--- src/verilog/dio_params.svh ---
// Offsets, field positions and reset values of the digital I/O block.
// Included by the design modules and by the testbench.
`ifndef DIO_PARAMS_SVH
`define DIO_PARAMS_SVH

`define ADDR_OUT_DATA 12'h000
`define ADDR_IN_DATA 12'h004
`define ADDR_STRAP_STAT 12'h008
`define ADDR_ROUTE_STAT 12'h00c

`define OUT_DATA_RESET 16'h0000

`define STRAP_TRIG_BIT 0
`define STRAP_GATE_BIT 1
`define STRAP_ROUTE_LSB 2
`define STRAP_HOLD_BIT 6

`define ROUTE_TRIG_BIT 0
`define ROUTE_GATE_BIT 1

`define RESP_OKAY 2'b00
`define RESP_SLVERR 2'b10

`endif

--- src/verilog/dio_pkg.sv ---
// Types shared by the digital I/O block and its bus slave.
// Assumes dio_params.svh is on the include path.
package dio_pkg;

    typedef enum logic [0:0] {
        src_dedicated = 1'b0,
        src_digital_input = 1'b1
    } source_sel_t;

    typedef enum logic [0:0] {
        route_header = 1'b0,
        route_main = 1'b1
    } route_sel_t;

    typedef struct packed {
        logic output_hold_on_hot_reset_strap;
        logic [3:0] output_connector_route_strap;
        source_sel_t gate_src;
        source_sel_t trig_src;
    } strap_t;

    typedef struct packed {
        logic [11:0] addr;
        logic [31:0] data;
        logic [3:0] strb;
    } reg_write_t;

endpackage

--- src/verilog/axil_reg_slave.sv ---
// AXI4-Lite slave front end: handshakes, one write and one read at a time.
// Assumes the parent decodes addresses and returns data combinationally.
`timescale 1ns/1ps
`include "dio_params.svh"

module axil_reg_slave (
    input wire logic clk,
    input wire logic rst,
    input wire logic [11:0] s_axi_awaddr,
    input wire logic s_axi_awvalid,
    output logic s_axi_awready,
    input wire logic [31:0] s_axi_wdata,
    input wire logic [3:0] s_axi_wstrb,
    input wire logic s_axi_wvalid,
    output logic s_axi_wready,
    output logic [1:0] s_axi_bresp,
    output logic s_axi_bvalid,
    input wire logic s_axi_bready,
    input wire logic [11:0] s_axi_araddr,
    input wire logic s_axi_arvalid,
    output logic s_axi_arready,
    output logic [31:0] s_axi_rdata,
    output logic [1:0] s_axi_rresp,
    output logic s_axi_rvalid,
    input wire logic s_axi_rready,
    output dio_pkg::reg_write_t wr,
    output logic wr_fire,
    input wire logic wr_ok,
    output logic [11:0] rd_addr,
    input wire logic rd_ok,
    input wire logic [31:0] rd_data
);
    import dio_pkg::*;

    logic aw_got_q, aw_got_d, w_got_q, w_got_d;
    logic awready_q, awready_d, wready_q, wready_d;
    logic bvalid_q, bvalid_d;
    logic [1:0] bresp_q, bresp_d, rresp_q, rresp_d;
    logic arready_q, arready_d, rvalid_q, rvalid_d;
    logic [31:0] rdata_q, rdata_d;
    reg_write_t wr_q, wr_d;

    assign rd_addr = s_axi_araddr;
    assign wr = wr_q;
    assign wr_fire = aw_got_q & w_got_q & ~bvalid_q;

    always_comb begin
        wr_d = wr_q;
        aw_got_d = aw_got_q;
        w_got_d = w_got_q;
        bvalid_d = bvalid_q;
        bresp_d = bresp_q;
        if (s_axi_awvalid && awready_q) begin
            aw_got_d = 1'b1;
            wr_d.addr = s_axi_awaddr;
        end
        if (s_axi_wvalid && wready_q) begin
            w_got_d = 1'b1;
            wr_d.data = s_axi_wdata;
            wr_d.strb = s_axi_wstrb;
        end
        if (bvalid_q && s_axi_bready) begin
            bvalid_d = 1'b0;
        end
        if (wr_fire) begin
            aw_got_d = 1'b0;
            w_got_d = 1'b0;
            bvalid_d = 1'b1;
            bresp_d = wr_ok ? `RESP_OKAY : `RESP_SLVERR;
        end
        awready_d = ~aw_got_d;
        wready_d = ~w_got_d;
    end

    always_ff @(posedge clk) begin
        if (rst) begin
            wr_q <= '0;
            aw_got_q <= 1'b0;
            w_got_q <= 1'b0;
            awready_q <= 1'b1;
            wready_q <= 1'b1;
            bvalid_q <= 1'b0;
            bresp_q <= `RESP_OKAY;
        end else begin
            wr_q <= wr_d;
            aw_got_q <= aw_got_d;
            w_got_q <= w_got_d;
            awready_q <= awready_d;
            wready_q <= wready_d;
            bvalid_q <= bvalid_d;
            bresp_q <= bresp_d;
        end
    end

    always_comb begin
        arready_d = arready_q;
        rvalid_d = rvalid_q;
        rdata_d = rdata_q;
        rresp_d = rresp_q;
        if (s_axi_arvalid && arready_q) begin
            arready_d = 1'b0;
            rvalid_d = 1'b1;
            rdata_d = rd_ok ? rd_data : 32'h0000_0000;
            rresp_d = rd_ok ? `RESP_OKAY : `RESP_SLVERR;
        end else if (rvalid_q && s_axi_rready) begin
            arready_d = 1'b1;
            rvalid_d = 1'b0;
        end
    end

    always_ff @(posedge clk) begin
        if (rst) begin
            arready_q <= 1'b1;
            rvalid_q <= 1'b0;
            rdata_q <= 32'h0000_0000;
            rresp_q <= `RESP_OKAY;
        end else begin
            arready_q <= arready_d;
            rvalid_q <= rvalid_d;
            rdata_q <= rdata_d;
            rresp_q <= rresp_d;
        end
    end

    assign s_axi_awready = awready_q;
    assign s_axi_wready = wready_q;
    assign s_axi_bvalid = bvalid_q;
    assign s_axi_bresp = bresp_q;
    assign s_axi_arready = arready_q;
    assign s_axi_rvalid = rvalid_q;
    assign s_axi_rdata = rdata_q;
    assign s_axi_rresp = rresp_q;

endmodule // axil_reg_slave

--- src/verilog/dio_strap_port.sv ---
// Digital output port with hot-reset hold, connector routing and
// strap-selected trigger and gate sources, behind an AXI4-Lite slave.
// Assumes all inputs are synchronous to clk; srst is the power-on reset.
//
// Notes on behaviour
// [RL1] One strap picks the A/D trigger: dedicated trigger pin or input 0.
// [RL2] A second strap picks counter 0 gate: dedicated gate pin or input 2.
// [RL3] Four straps send output lines 0 to 3 to the header or main connector.
// [RL4] A mux daughterboard reads output lines 0 to 3 as its channel code.
// [RL5] 37-pin boards use the main connector, others cable to the header.
// [RL6] With the hold strap set, outputs survive a bus hot reset unchanged.
// [RL7] With the hold strap at default, a bus hot reset clears all outputs.
// [RL8] Power-on reset always brings every output up cleared.
// [RL9] High-gain build: select lines 0-1 float, lines 2-3 tie low on main.
// [RL10] Straps are static inputs sampled every cycle, zero being default.
`timescale 1ns/1ps
`include "dio_params.svh"

module dio_strap_port #(
    parameter int DO_WIDTH = 16,
    parameter int DI_WIDTH = 16,
    parameter bit HIGH_GAIN = 1'b0
) (
    input wire logic clk,
    input wire logic srst,
    input wire logic bus_hot_reset,
    input wire logic [11:0] s_axi_awaddr,
    input wire logic s_axi_awvalid,
    output logic s_axi_awready,
    input wire logic [31:0] s_axi_wdata,
    input wire logic [3:0] s_axi_wstrb,
    input wire logic s_axi_wvalid,
    output logic s_axi_wready,
    output logic [1:0] s_axi_bresp,
    output logic s_axi_bvalid,
    input wire logic s_axi_bready,
    input wire logic [11:0] s_axi_araddr,
    input wire logic s_axi_arvalid,
    output logic s_axi_arready,
    output logic [31:0] s_axi_rdata,
    output logic [1:0] s_axi_rresp,
    output logic s_axi_rvalid,
    input wire logic s_axi_rready,
    input wire dio_pkg::strap_t straps,
    input wire logic [DI_WIDTH-1:0] digital_in,
    input wire logic external_trigger_pin,
    input wire logic counter_zero_gate_pin,
    output logic [DO_WIDTH-1:0] output_header_20pin_q,
    output logic [DO_WIDTH-1:0] output_header_20pin_oe_q,
    output logic [3:0] main_connector_37pin_q,
    output logic [3:0] main_connector_37pin_oe_q,
    output logic ad_trigger_q,
    output logic counter_zero_gate_q
);
    import dio_pkg::*;

    if (DO_WIDTH < 4 || DO_WIDTH > 16) begin : g_do_check
        $error("DO_WIDTH must lie between 4 and 16");
    end
    if (DI_WIDTH < 3 || DI_WIDTH > 16) begin : g_di_check
        $error("DI_WIDTH must lie between 3 and 16");
    end

    logic slave_rst;
    reg_write_t wr;
    logic wr_fire, wr_ok, rd_ok;
    logic [11:0] rd_addr;
    logic [31:0] rd_data;

    // Bus interface restarts on either reset; data register decides itself
    assign slave_rst = srst | bus_hot_reset;

    axil_reg_slave u_slave (
        .clk(clk),
        .rst(slave_rst),
        .s_axi_awaddr(s_axi_awaddr),
        .s_axi_awvalid(s_axi_awvalid),
        .s_axi_awready(s_axi_awready),
        .s_axi_wdata(s_axi_wdata),
        .s_axi_wstrb(s_axi_wstrb),
        .s_axi_wvalid(s_axi_wvalid),
        .s_axi_wready(s_axi_wready),
        .s_axi_bresp(s_axi_bresp),
        .s_axi_bvalid(s_axi_bvalid),
        .s_axi_bready(s_axi_bready),
        .s_axi_araddr(s_axi_araddr),
        .s_axi_arvalid(s_axi_arvalid),
        .s_axi_arready(s_axi_arready),
        .s_axi_rdata(s_axi_rdata),
        .s_axi_rresp(s_axi_rresp),
        .s_axi_rvalid(s_axi_rvalid),
        .s_axi_rready(s_axi_rready),
        .wr(wr),
        .wr_fire(wr_fire),
        .wr_ok(wr_ok),
        .rd_addr(rd_addr),
        .rd_ok(rd_ok),
        .rd_data(rd_data)
    );

    // Straps registered every cycle, never latched once
    strap_t strap_q, strap_d;
    logic [DI_WIDTH-1:0] din_q, din_d;

    always_comb begin
        strap_d = straps; // [RL10]
        din_d = digital_in;
    end

    always_ff @(posedge clk) begin
        if (srst) begin
            strap_q <= '0;
            din_q <= '0;
        end else begin
            strap_q <= strap_d;
            din_q <= din_d;
        end
    end

    // Output data register and its reset behaviour
    logic [15:0] out_data_q, out_data_d;

    always_comb begin
        out_data_d = out_data_q;
        if (bus_hot_reset) begin
            if (!strap_q.output_hold_on_hot_reset_strap) begin
                out_data_d = `OUT_DATA_RESET; // [RL7]
            end else begin
                out_data_d = out_data_q; // [RL6]
            end
        end else if (wr_fire && wr_ok &&
                     wr.addr == `ADDR_OUT_DATA) begin
            if (wr.strb[0]) begin
                out_data_d[7:0] = wr.data[7:0];
            end
            if (wr.strb[1]) begin
                out_data_d[15:8] = wr.data[15:8];
            end
        end
    end

    always_ff @(posedge clk) begin
        if (srst) begin
            out_data_q <= `OUT_DATA_RESET; // [RL8]
        end else begin
            out_data_q <= out_data_d;
        end
    end

    // Register decode
    always_comb begin
        wr_ok = (wr.addr == `ADDR_OUT_DATA) ||
                (wr.addr == `ADDR_IN_DATA) ||
                (wr.addr == `ADDR_STRAP_STAT) ||
                (wr.addr == `ADDR_ROUTE_STAT);
        rd_ok = 1'b1;
        rd_data = 32'h0000_0000;
        case (rd_addr)
            `ADDR_OUT_DATA: begin
                rd_data[DO_WIDTH-1:0] = out_data_q[DO_WIDTH-1:0];
            end
            `ADDR_IN_DATA: begin
                rd_data[DI_WIDTH-1:0] = din_q;
            end
            `ADDR_STRAP_STAT: begin
                rd_data[`STRAP_HOLD_BIT:0] = strap_q;
            end
            `ADDR_ROUTE_STAT: begin
                rd_data[`ROUTE_TRIG_BIT] = ad_trigger_q;
                rd_data[`ROUTE_GATE_BIT] = counter_zero_gate_q;
            end
            default: begin
                rd_ok = 1'b0;
            end
        endcase
    end

    // Trigger and gate source selection
    logic trig_d, gate_d;

    always_comb begin
        if (strap_q.trig_src == src_digital_input) begin
            trig_d = din_q[0]; // [RL1]
        end else begin
            trig_d = external_trigger_pin; // [RL1]
        end
        if (strap_q.gate_src == src_digital_input) begin
            gate_d = din_q[2]; // [RL2]
        end else begin
            gate_d = counter_zero_gate_pin; // [RL2]
        end
    end

    always_ff @(posedge clk) begin
        if (srst) begin
            ad_trigger_q <= 1'b0;
            counter_zero_gate_q <= 1'b0;
        end else begin
            ad_trigger_q <= trig_d;
            counter_zero_gate_q <= gate_d;
        end
    end

    // Per-line routing of outputs 0 to 3 onto the two connectors; higher lines stay on the header
    logic [DO_WIDTH-1:0] hdr_d, hdr_oe_d;
    logic [3:0] main_d, main_oe_d;

    for (genvar i = 0; i < DO_WIDTH; i++) begin : g_line
        if (i < 4) begin : g_routed
            logic to_main;
            assign to_main = strap_q.output_connector_route_strap[i] ==
                             route_main;
            // Header side released when line goes to the main connector
            assign hdr_d[i] = to_main ? 1'b0 : out_data_q[i]; // [RL3]
            assign hdr_oe_d[i] = ~to_main; // [RL3]
            if (HIGH_GAIN && i < 2) begin : g_float
                assign main_d[i] = 1'b0; // [RL9]
                assign main_oe_d[i] = 1'b0; // [RL9]
            end else if (HIGH_GAIN) begin : g_ground
                assign main_d[i] = 1'b0; // [RL9]
                assign main_oe_d[i] = 1'b1; // [RL9]
            end else begin : g_select
                // Channel code for the mux board
                assign main_d[i] = to_main & out_data_q[i]; // [RL3] [RL4]
                assign main_oe_d[i] = to_main; // [RL5]
            end
        end else begin : g_fixed
            assign hdr_d[i] = out_data_q[i];
            assign hdr_oe_d[i] = 1'b1;
        end
    end

    always_ff @(posedge clk) begin
        if (srst) begin
            output_header_20pin_q <= '0;
            output_header_20pin_oe_q <= '0;
            main_connector_37pin_q <= 4'h0;
            main_connector_37pin_oe_q <= 4'h0;
        end else begin
            output_header_20pin_q <= hdr_d;
            output_header_20pin_oe_q <= hdr_oe_d;
            main_connector_37pin_q <= main_d;
            main_connector_37pin_oe_q <= main_oe_d;
        end
    end

endmodule // dio_strap_port

--- config.mk ---
export PLATFORM = sky130hd
export DESIGN_NAME = dio_strap_port
export DESIGN_NICKNAME = d
export VERILOG_FILES = /design/src/verilog/dio_pkg.sv /design/src/verilog/axil_reg_slave.sv /design/src/verilog/dio_strap_port.sv
export VERILOG_INCLUDE_DIRS = /design/src /design/src/verilog
export SDC_FILE = /design/constraint.sdc
export NUM_CORES = 1
export LEC_CHECK = 0
export ABC_AREA = 1
export BUFFER_PORTS_ARGS = -buffer_cell sky130_fd_sc_hd__buf_2
export CAP_MARGIN = 5
export CORE_ASPECT_RATIO = 2
export CORE_MARGIN = 4
export CORE_UTILIZATION = 35
export CTS_CLUSTER_DIAMETER = 30
export DETAILED_ROUTE_END_ITERATION = 8
export PLACE_DENSITY = 0.63
export SLEW_MARGIN = 15
export SYNTH_ARGS = -nofsm -noshare
export SYNTH_HDL_FRONTEND = slang
export SYNTH_HIERARCHICAL = 1
export SYNTH_SLANG_ARGS = --single-unit
--- constraint.sdc ---
create_clock -name clk -period 1.5 [get_ports clk]
set_input_delay 0.075 -clock clk [delete_from_list [all_inputs] [get_ports clk]]
set_output_delay 0.075 -clock clk [all_outputs]
set_load 0.02 [all_outputs]
==> results.toml <==
[logic_synthesis]
netlist_instances = 770
synth_area_um2 = 5660
avgSynthCellArea_um2 = 7.35
yosys_warnings = 6

[clock_tree]
cts_tree = "yes"
cts_setup_buffers = 0
clkTransAtPathRegs_ns = 0.06
clockRootBuffer = "clkbuf_16"
cts_sinks = 141
cts-htree-levels = 4
clockBufferDepth = 2
clock_insertion_delay_worst_skew_ns = 0.42
cts-buffers-inserted = 17

[cells_and_area]
synthToLayoutAreaGrowth_pct = 35.2
post-route-util_pct = 48.3
diodes = 0
drive_above_1_share_pct = 23.7
nets = 1068

[sta]
whs_ns = 0.0978
worst_slew_pin_slew_ns = 0.576
final_max_slew_viol_count = 0
period_minus_slack_ns = 1.31
rsz0062_at_grt = "false"
fmax_ghz = 0.761
finalSetupViolCount = 0
finalHoldViolCount = 0
slew_headroom_pct = 61.5
finClkSkew_ns = 0.0105
period_share_pct = 87.6

[place]
place.gp.congestion = 0.744
io_buffers = 155
hpwl_um = 10200

[power]
seq_power_share_pct = 43.6
p_per_area_nw_per_um2 = 1180
total_leakage_power_uw = 0.00379
power.net_switching_uw = 2180
intPower_uw = 6840
clock_power_share_pct = 47.1
peakVddDrop_mv = 0.714
combinationalPowerShare_pct = 9.3
p_sw_share_pct = 24.2

[setup_path]
slowest_delay_ns = 0.31
arrival_ns = 1.62
cp-start-kind = "register"
critical_path_class = "register to register"
worst-path-buf-inv = 1
path_max_fanout = 8
crit_path_cell_trace = "nor2_1 -> nand2_1 -> nor2_2 -> nand3_1 -> buf_4 -> nand3_1 -> nand2_1"
worstPathRequired_ns = 1.80
cp_slowest_cell = "dfxtp_1"
crit_path_end_kind = "register"
crit_family = "simple AND/OR/NAND/NOR gates"

[global_route]
grt_pass1_vias = 5029
antenna_found_initial = 0
gr-usage-all-layers_pct = 16.1
grt_pass1_wl_um = 23900
gr-total-overflow = 0
grt_max_degree = 57

[job]
maxCapViolCount = 0

[routing]
drt-vias-per-instance = 4.27
vias = 5067
drtIter0Drc = 137
wl_um = 14300
ant_nets = 0
drtPass1Iterations = 4
drc_errors = 0
drt-wirelength-per-cell_um = 12.0

[die]
start_util_pct = 35.7
io_pins = 176
core-area_um2 = 15900
num_rows = 65
die_h_um = 188
die_area_um2 = 18400
die_w_um = 97.9

[worst_hold_path]
hp-class = "input pin to register"

[outcome]
status = "finished clean"
-- layer usage --
layer	global-route usage [%]	part of all wire, %	vias up	routed length (µm)
met4	9.17	3.7	0	531
met1	16.4	37	2192	5340
li1	-	-	2711	-
met5	0	0	-	0
met2	29.8	54	127	7770
met3	3.39	4.4	37	634
-- area by class of cell --
cell class,count,area [µm²]
Timing Repair Buffer,235,1540
Multi-Input combinational cell,481,2070
Inverter,99,377
Tap cell,201,251
Clock inverter,13,166
Fill cell,1578,8200
Sequential cell,141,2820
Clock buffer,18,429
-- placed cells by master (no fill, tap or decap) --
cell           instances
and2_4                 1
dlygate4sd3_1         57
or2_2                  1
a21oi_1                3
o21ai_1                1
conb_1                18
buf_12                 2
clkbuf_1               1
a21oi_2                1
inv_2                  2
inv_4                  2
nand2_4                1
clkinv_4               2
clkinvlp_4             3
nand2_2                1
nor3_2                 2
nand3_1               40
bufinv_16              3
nand2_1              180
dfxtp_1              141
o21ai_0               33
inv_1                 94
clkinv_2               2
nor3_4                 1
clkinv_1               1
o21ai_2                9
inv_6                  3
nor2_1               155
buf_4                 21
clkbuf_16             17
buf_2                155
nor2_2                 5
nand4_1               19
nor3_1                10
-- power by group through the flow --
stage	registers [µW]	logic, µW	clock network, µW
final	3940	837	4250
after global routing	3950	946	4480
after CTS	3940	837	4350
after detailed placement	4020	719	0
after global placement	4020	714	0
after floorplan	4070	462	0
-- worst min-delay path: cells and delay by family --
kind | cells | cell delay (ns)
AND/OR/NAND/NOR | 3 | 0.31
buffers and inverters | 1 | 0.07
-- worst paths after layout --
path / slack, ns / to / depth (start not counted) / from
worst max register to register: 0.19 / out_data_q[12] / 7 / u_slave/wr[47]
worst min-delay path: 0.1 / u_slave/s_axi_awready / 4 / s_axi_awvalid
worst max-delay path: 0.19 / out_data_q[12] / 7 / u_slave/wr[47]
worst min register to register: 0.44 / output_header_20pin_q[5] / 2 / out_data_q[5]
-- metrics by stage --
step                      area [µm²]  instances  TNS (ns)  setup slack, ns  total power, µW
final                           7660       1188         0            0.186             9020
after global routing            7660       1188         0           0.0109             9380
after CTS                       7650       1188         0           0.0404             9130
after detailed placement        6490       1100   -0.0121          -0.0121             4740
after global placement          6490       1100         0           0.0266             4730
after floorplan                 5720        786         0           0.0237             4530
-- sequential cells by signal (all words and copies together) (netlist names), 3 cells and up --
register	flops
output_header_20pin_oe_q	5
output_header_20pin_q	16
u_slave/wr	30
out_data_q	16
main_connector_37pin_q	4
u_slave/s_axi_rdata	32
strap_q	3
main_connector_37pin_oe_q	4
din_q	16
main_oe_d	4
-- repair_timing --
action                                  in CTS  in global routing
endpoints found under the setup margin       0                 12
gates resized for setup                      0                  2
endpoints found under the hold margin       58                  0
hold buffers                                57                  0
No activity file was read; power rests on OpenSTA's default activity.
